--- src/verilog/tmric_pkg.sv ---
/*
 * tmric_pkg: register offsets, field positions, reset values and carrier types
 * for the timer interrupt clear block.
 * assumes: a 32-bit avalon-mm register bus with byte addresses.
 */
`default_nettype none

package tmric_pkg;

    localparam int unsigned ADDR_W = 8;
    localparam int unsigned DATA_W = 32;
    localparam int unsigned SRC_N  = 6;

    // byte offsets
    localparam logic [7:0] OFS_RAW_STATUS    = 8'h1c;
    localparam logic [7:0] OFS_MASKED_STATUS = 8'h20;
    localparam logic [7:0] OFS_CLEAR         = 8'h24;
    localparam logic [7:0] OFS_MASK          = 8'h18;
    localparam logic [7:0] OFS_IRQ_STATUS    = 8'h50;
    localparam logic [7:0] OFS_IRQ_MASK      = 8'h54;

    // field positions shared by clear, raw, masked and mask registers
    localparam int unsigned BIT_A_TIMEOUT   = 0;
    localparam int unsigned BIT_A_CAP_MATCH = 1;
    localparam int unsigned BIT_A_CAP_EVENT = 2;
    localparam int unsigned BIT_RTC_MATCH   = 3;
    localparam int unsigned BIT_B_TIMEOUT   = 8;
    localparam int unsigned BIT_B_CAP_MATCH = 9;

    // writable and readable bits of the status layout; 7:4 stay reserved
    localparam logic [31:0] FLAG_MASK = 32'h0000_030f;

    localparam logic [31:0] RESET_STATUS = 32'h0000_0000;
    localparam logic [31:0] RESET_MASK   = 32'h0000_0000;
    localparam logic [31:0] UNMAPPED_RD  = 32'h0000_0000;
    localparam logic [1:0]  IRQ_FLAGS_W  = 2'h2;

    // bus request as it reaches the slave
    typedef struct packed {
        logic [7:0]  address;
        logic        read;
        logic        write;
        logic [3:0]  byteenable;
        logic [31:0] writedata;
    } tmric_req_s;

    // per-source event strobes from the timer core
    typedef struct packed {
        logic b_cap_match;
        logic b_timeout;
        logic rtc_match;
        logic a_cap_event;
        logic a_cap_match;
        logic a_timeout;
    } tmric_evt_s;

    typedef enum logic [2:0] {
        ST_IDLE = 3'b001,
        ST_RESP = 3'b010,
        ST_DONE = 3'b100
    } tmric_state_e;

endpackage : tmric_pkg

`default_nettype wire

--- src/verilog/tmric_top.sv ---
/*
 * tmric_top: interrupt status, mask and write-one-to-clear register of a
 * two-half general-purpose timer, behind an avalon-mm slave with waitrequest.
 * assumes: timer core gives one-cycle event strobes, all on clk.
 */
// How it works
// - writing one to bit 3 clears rtc match
// - writing one to bit 2 clears capture event A
// - bit 1 write-one clears capture match A
// - writing one to bit 0 clears timeout A
// - zero bits leave pending interrupts untouched
// - bits 7:4 reserved, read as zero
// - clear drops both raw and masked views
`default_nettype none

module tmric_top (
    // clock and reset
    input  wire logic                 clk,
    input  wire logic                 srst,
    // avalon-mm slave
    input  wire logic [7:0]           avs_address,
    input  wire logic                 avs_read,
    input  wire logic                 avs_write,
    input  wire logic [3:0]           avs_byteenable,
    input  wire logic [31:0]          avs_writedata,
    output var  logic [31:0]          avs_readdata,
    output logic                      avs_waitrequest,
    // timer core events
    input  wire tmric_pkg::tmric_evt_s evt,
    // interrupt flags toward the core and the cpu
    output logic [31:0]               raw_interrupt_status,
    output logic [31:0]               masked_interrupt_status,
    output logic                      timer_irq,
    output logic                      bus_irq
);

    tmric_pkg::tmric_req_s   req;
    tmric_pkg::tmric_state_e state_r;
    tmric_pkg::tmric_state_e state_nxt;
    logic [31:0]             wdata_be;
    logic [31:0]             rdata_nxt;
    logic [31:0]             clear_bits;
    logic [31:0]             mask_r;
    logic [tmric_pkg::SRC_N-1:0] evt_vec;
    logic [tmric_pkg::SRC_N-1:0] raw_vec;
    logic [tmric_pkg::SRC_N-1:0] clr_vec;
    logic [1:0]              irq_stat_r;
    logic [1:0]              irq_stat_nxt;
    logic [1:0]              irq_mask_r;
    logic [1:0]              irq_evt;
    logic                    raw_any_r;
    logic                    wr_take;
    logic                    rd_take;

    // decoding used for every write: byte enables applied to data
    function automatic logic [31:0] lane_data(input logic [3:0]  be,
                                               input logic [31:0] d);
        logic [31:0] m;
        m = {{8{be[3]}}, {8{be[2]}}, {8{be[1]}}, {8{be[0]}}};
        return d & m;
    endfunction

    function automatic logic hit(input logic [7:0] a, input logic [7:0] ofs);
        return a == ofs;
    endfunction

    assign req = '{address: avs_address, read: avs_read, write: avs_write,
                   byteenable: avs_byteenable, writedata: avs_writedata};

    // one wait cycle per access; the access completes in ST_RESP
    // a request still high in ST_DONE is ignored, so a master that drops it within that one cycle never doubles up
    always_comb begin
        state_nxt = state_r;
        case (state_r)
            tmric_pkg::ST_IDLE: begin
                if (req.read || req.write) begin
                    state_nxt = tmric_pkg::ST_RESP;
                end
            end
            tmric_pkg::ST_RESP: begin
                state_nxt = tmric_pkg::ST_DONE;
            end
            tmric_pkg::ST_DONE: begin
                state_nxt = tmric_pkg::ST_IDLE;
            end
            default: begin
                state_nxt = tmric_pkg::ST_IDLE;
            end
        endcase
    end

    always_ff @(posedge clk) begin
        if (srst) begin
            state_r <= tmric_pkg::ST_IDLE;
        end else begin
            state_r <= state_nxt;
        end
    end

    // master releases after the resp edge; done gives it one cycle to drop
    assign avs_waitrequest = (state_r != tmric_pkg::ST_RESP);
    assign wr_take  = (state_r == tmric_pkg::ST_RESP) && req.write;
    assign rd_take  = (state_r == tmric_pkg::ST_RESP) && req.read;
    assign wdata_be = lane_data(req.byteenable, req.writedata);

    // only ones written to defined clear bits act; reserved and zero bits do nothing
    assign clear_bits = (wr_take && hit(req.address, tmric_pkg::OFS_CLEAR))
                      ? (wdata_be & tmric_pkg::FLAG_MASK) : 32'h0000_0000;

    assign evt_vec = {evt.b_cap_match, evt.b_timeout, evt.rtc_match,
                      evt.a_cap_event, evt.a_cap_match, evt.a_timeout};
    assign clr_vec = {clear_bits[tmric_pkg::BIT_B_CAP_MATCH],
                      clear_bits[tmric_pkg::BIT_B_TIMEOUT],
                      clear_bits[tmric_pkg::BIT_RTC_MATCH],
                      clear_bits[tmric_pkg::BIT_A_CAP_EVENT],
                      clear_bits[tmric_pkg::BIT_A_CAP_MATCH],
                      clear_bits[tmric_pkg::BIT_A_TIMEOUT]};

    genvar gi;
    generate
        for (gi = 0; gi < tmric_pkg::SRC_N; gi++) begin : g_flag
            tmric_flag u_flag (
                .clk    (clk),
                .srst   (srst),
                .set    (evt_vec[gi]),
                .clr    (clr_vec[gi]),
                .flag_r (raw_vec[gi])
            );
        end
    endgenerate

    // raw view; masked view derives from it so one clear drops both
    always_comb begin
        raw_interrupt_status = tmric_pkg::RESET_STATUS;
        raw_interrupt_status[tmric_pkg::BIT_A_TIMEOUT]   = raw_vec[0];
        raw_interrupt_status[tmric_pkg::BIT_A_CAP_MATCH] = raw_vec[1];
        raw_interrupt_status[tmric_pkg::BIT_A_CAP_EVENT] = raw_vec[2];
        raw_interrupt_status[tmric_pkg::BIT_RTC_MATCH]   = raw_vec[3];
        raw_interrupt_status[tmric_pkg::BIT_B_TIMEOUT]   = raw_vec[4];
        raw_interrupt_status[tmric_pkg::BIT_B_CAP_MATCH] = raw_vec[5];
    end
    assign masked_interrupt_status = raw_interrupt_status & mask_r;
    assign timer_irq = |masked_interrupt_status;

    always_ff @(posedge clk) begin
        if (srst) begin
            mask_r <= tmric_pkg::RESET_MASK;
        end else if (wr_take && hit(req.address, tmric_pkg::OFS_MASK)) begin
            mask_r <= wdata_be & tmric_pkg::FLAG_MASK;
        end
    end

    // bus-side sticky events: [0] raw flags went from none set to some set, [1] unmapped access
    always_ff @(posedge clk) begin
        if (srst) begin
            raw_any_r <= 1'b0;
        end else begin
            raw_any_r <= |raw_vec;
        end
    end

    assign irq_evt[0] = (|raw_vec) && !raw_any_r;
    assign irq_evt[1] = (wr_take || rd_take)
                      && !hit(req.address, tmric_pkg::OFS_RAW_STATUS)
                      && !hit(req.address, tmric_pkg::OFS_MASKED_STATUS)
                      && !hit(req.address, tmric_pkg::OFS_CLEAR)
                      && !hit(req.address, tmric_pkg::OFS_MASK)
                      && !hit(req.address, tmric_pkg::OFS_IRQ_STATUS)
                      && !hit(req.address, tmric_pkg::OFS_IRQ_MASK);

    // read clears; an event in the same cycle survives the clear
    always_comb begin
        irq_stat_nxt = irq_stat_r | irq_evt;
        if (rd_take && hit(req.address, tmric_pkg::OFS_IRQ_STATUS)) begin
            irq_stat_nxt = irq_evt;
        end
    end

    always_ff @(posedge clk) begin
        if (srst) begin
            irq_stat_r <= 2'h0;
        end else begin
            irq_stat_r <= irq_stat_nxt;
        end
    end

    always_ff @(posedge clk) begin
        if (srst) begin
            irq_mask_r <= 2'h0;
        end else if (wr_take && hit(req.address, tmric_pkg::OFS_IRQ_MASK)) begin
            irq_mask_r <= wdata_be[1:0];
        end
    end

    assign bus_irq = |(irq_stat_r & irq_mask_r);

    always_comb begin
        rdata_nxt = tmric_pkg::UNMAPPED_RD;
        case (req.address)
            tmric_pkg::OFS_RAW_STATUS:    rdata_nxt = raw_interrupt_status;
            tmric_pkg::OFS_MASKED_STATUS: rdata_nxt = masked_interrupt_status;
            tmric_pkg::OFS_MASK:          rdata_nxt = mask_r;
            tmric_pkg::OFS_IRQ_STATUS:    rdata_nxt = {30'h0, irq_stat_r};
            tmric_pkg::OFS_IRQ_MASK:      rdata_nxt = {30'h0, irq_mask_r};
            // clear register is write-only; reserved bits read zero
            default:                      rdata_nxt = tmric_pkg::UNMAPPED_RD;
        endcase
    end

    // read data registered at the resp edge would be late, so it is built
    // one cycle early while waitrequest is still high
    always_ff @(posedge clk) begin
        if (srst) begin
            avs_readdata <= tmric_pkg::UNMAPPED_RD;
        end else if (state_r == tmric_pkg::ST_IDLE && req.read) begin
            avs_readdata <= rdata_nxt;
        end
    end

endmodule // tmric_top

`default_nettype wire

--- src/verilog/tmric_flag.sv ---
/*
 * tmric_flag: one sticky raw interrupt flag with write-one-to-clear.
 * assumes: set and clear are one-cycle pulses on clk.
 */
`default_nettype none

module tmric_flag (
    // clock and reset
    input  wire logic clk,
    input  wire logic srst,
    // control
    input  wire logic set,
    input  wire logic clr,
    // state
    output var  logic flag_r
);

    // set beats clear so an event in the clear cycle is kept
    always_ff @(posedge clk) begin
        if (srst) begin
            flag_r <= 1'b0;
        end else if (set) begin
            flag_r <= 1'b1;
        end else if (clr) begin
            flag_r <= 1'b0;
        end
    end

endmodule // tmric_flag

`default_nettype wire

--- config.mk ---
export PLATFORM = sky130hd
export DESIGN_NAME = tmric_top
export DESIGN_NICKNAME = d
export VERILOG_FILES = /design/src/verilog/tmric_pkg.sv /design/src/verilog/tmric_top.sv /design/src/verilog/tmric_flag.sv
export SDC_FILE = /design/constraint.sdc
export NUM_CORES = 1
export LEC_CHECK = 0
export BUFFER_PORTS_ARGS = -buffer_cell sky130_fd_sc_hd__buf_2
export CORE_ASPECT_RATIO = 0.9
export CORE_MARGIN = 3
export CORE_UTILIZATION = 40
export CTS_CLUSTER_SIZE = 8
export DETAILED_ROUTE_END_ITERATION = 8
export GPL_ROUTABILITY_DRIVEN = 0
export PLACE_DENSITY = 0.83
export SYNTH_ARGS = -nofsm -noshare
export SYNTH_HDL_FRONTEND = slang
export SYNTH_HIERARCHICAL = 1
export SYNTH_SLANG_ARGS = --single-unit
export TNS_END_PERCENT = 30
--- constraint.sdc ---
create_clock -name clk -period 1.8 [get_ports clk]
set_input_delay 0.09 -clock clk [delete_from_list [all_inputs] [get_ports clk]]
set_output_delay 0.09 -clock clk [all_outputs]
set_load 0.02 [all_outputs]
==> impl_metrics.env <==
export IMPL_synth_cells=247
export IMPL_setup_viol=0
export IMPL_ys_warn_count=6
export IMPL_fill_cells=490
export IMPL_whs_path_depth=3
export IMPL_outcome="finished, final reports clean"
export IMPL_syn_to_final_growth_pct=3.52
export IMPL_final_area_um2=2020
export IMPL_synthArstFlopShare=0
export IMPL_top_level_ports=153
export IMPL_insertedDiodeCount=0
export IMPL_cts_hold_buffers=0
export IMPL_rsz0062_at_grt="no"
export IMPL_postCtsSetupBuffers=0
export IMPL_die_height_um=72.3
export IMPL_synth_top_cell_area_share=0.300
export IMPL_drt_first_pass_iters=4
export IMPL_die_area_um2=5760
export IMPL_h_tree_depth=1
export IMPL_min_path_type="input port to flop"
export IMPL_synth_seq_cells=26
export IMPL_final_cell_count_no_fill=356
export IMPL_vias=1526
export IMPL_synth_area_um2=1950
export IMPL_core_area_um2=4580
export IMPL_synth_area_leader_cell="buf_4"
export IMPL_clk_pin_slew_worst_paths_ps=90
export IMPL_fin_setup_tns_ps=0
export IMPL_grt_usage=0.121
export IMPL_period_minus_slack_ps=1620
export IMPL_clkPwrFrac=0.272
export IMPL_r2r_slack_ps=180
export IMPL_dp_slack_ps=71.7
export IMPL_crit_fanout=6
export IMPL_clock_sinks=26
export IMPL_cts_tree="yes"
export IMPL_clock_root_buffer="clkbuf_8"
export IMPL_drv_slew=0
export IMPL_yosysUniqueCellTypes=37
export IMPL_power_frac_seq=0.467
export IMPL_start_util=0.427
export IMPL_routed_wl_mm=3.88
export IMPL_cp_end_kind="flop"
export IMPL_crit_type="flop to flop"
export IMPL_final_common_cell="conb_1"
export IMPL_vias_per_cell=4.29
export IMPL_worstSkewPairLatency_ps=270
export IMPL_hold_violations=0
export IMPL_cp_start_kind="flop"
export IMPL_peakVddDrop_mv=0.242
export IMPL_fin_hold_ws_ps=46.3
export IMPL_p_int_mw=0.893
export IMPL_ctsResizeCount=0
export IMPL_place_area_um2=1970
export IMPL_p_leak_nw=0.991
export IMPL_syn_area_per_cell_um2=7.91
export IMPL_nNetsFinal=349
export IMPL_rows=23
export IMPL_final_cell_mix="conb_1, buf_2, dfxtp_1, nor2_1, inv_1"
export IMPL_grt_pass1_wl_mm=5.60
export IMPL_antenna_found_initial=0
export IMPL_drive_gt1_frac=0.221
export IMPL_grt_max_degree=25
export IMPL_synthTopCellsByArea="buf_4, dfxtp_1, nor2_1"
export IMPL_finClkSkew_ps=7.66
export IMPL_dp_hpwl_mm=3.21
export IMPL_pwr_density_cell_nw_per_um2=680
export IMPL_drc=0
export IMPL_maxCapViolations=0
export IMPL_final_antenna_net_count=0
export IMPL_cp_arrival_ps=1760
export IMPL_relSlewSlack=0.665
export IMPL_max_freq_ghz=0.617
export IMPL_setup_ws_ps=180
export IMPL_synthFlopType="dfxtp_1"
export IMPL_power_switching_mw=0.483
export IMPL_ys_seq_area_frac=0.266
export IMPL_r2r_cells=5
export IMPL_cts_path_max_buffers=2
export IMPL_fp_dieW_um=79.7
export IMPL_grt_pass1_vias=1251
export IMPL_dp_cells=352
export IMPL_p_comb_frac=0.261
export IMPL_synth_edf_count=0
export IMPL_gr_total_overflow=0
export IMPL_postLayoutCoreUtil=0.442
export IMPL_worstMarginPinSlew_ps=503
export IMPL_power_mw=1.38
export IMPL_fin_crit_sh=0.900
export IMPL_drt_iter0_markers=64
export IMPL_port_buffers=46
export IMPL_p_sw_frac=0.351
export IMPL_cts_buffers=3
export IMPL_wl_per_cell_um=10.9
export IMPL_cp_required_ps=1940
[cell type report]
| cell class | instances | area [um2] | share of cell area |
|---|---|---|---|
| Tap cell | 62 | 77.6 | 0.0384 |
| Inverter | 14 | 52.6 | 0.0260 |
| Sequential cell | 26 | 520 | 0.257 |
| Timing Repair Buffer | 49 | 253 | 0.125 |
| Multi-Input combinational cell | 201 | 1060 | 0.526 |
| Clock buffer | 4 | 55.1 | 0.0272 |
[power groups by stage]
stage / clock network, mW / registers (mW) / logic (mW)
floorplan: 0 / 0.679 / 0.373
global placement: 0 / 0.655 / 0.352
detailed placement: 0 / 0.656 / 0.355
CTS: 0.385 / 0.642 / 0.356
global route: 0.411 / 0.647 / 0.393
finish: 0.374 / 0.642 / 0.359
[synth_stat cells (3+ instances only)]
master / count
buf_4: 78
dfxtp_1: 26
nor2_1: 22
inv_1: 14
a21oi_1: 11
nand2b_1: 10
nand2_1: 8
nor3_1: 7
o21ai_0: 7
a21oi_2: 6
and2_1: 6
nand3_1: 5
a211oi_1: 4
mux2i_1: 4
nor2b_1: 4
and3_1: 3
clkbuf_1: 3
nand4_1: 3
[sequential cells by signal, indices dropped and copies added, names as in the netlist]
register              flops
avs_readdata              6
g_flag.u_flag/flag_r      6
mask_r                    6
state_r                   3
irq_mask_r                2
irq_stat_r                2
raw_any_r                 1
[cell families after synthesis]
kind of cell	after synthesis	synth area share
AO/OA/AOI/OAI	36	0.120
buffers and inverters	97	0.337
flip-flops	26	0.266
multiplexers	4	0.0205
other	1	0.00192
AND/OR/NAND/NOR	83	0.254
[critical path, stage by stage, from the launching register on]
cell and delay (ps):
dfxtp_1 350, nor4bb_1 410, nand4_1 370, nor2b_1 180
nand2b_1 130, a21oi_2 60
[routing by layer]
metal,up-vias,track usage,wire (um)
met2,77,0.211,1950
li1,760,-,-
met4,0,0.0248,10
met1,687,0.148,1550
met3,2,0.0372,374
met5,-,0,0
[worst paths after layout]
check             startpoint                      end
hold / removal        evt[5]  g_flag[5].u_flag/flag_r
hold reg to reg    raw_any_r            irq_stat_r[0]
setup reg to reg  state_r[0]  g_flag[1].u_flag/flag_r
setup / recovery  state_r[0]  g_flag[1].u_flag/flag_r
Note: power is estimated with default switching activity, not from simulation.
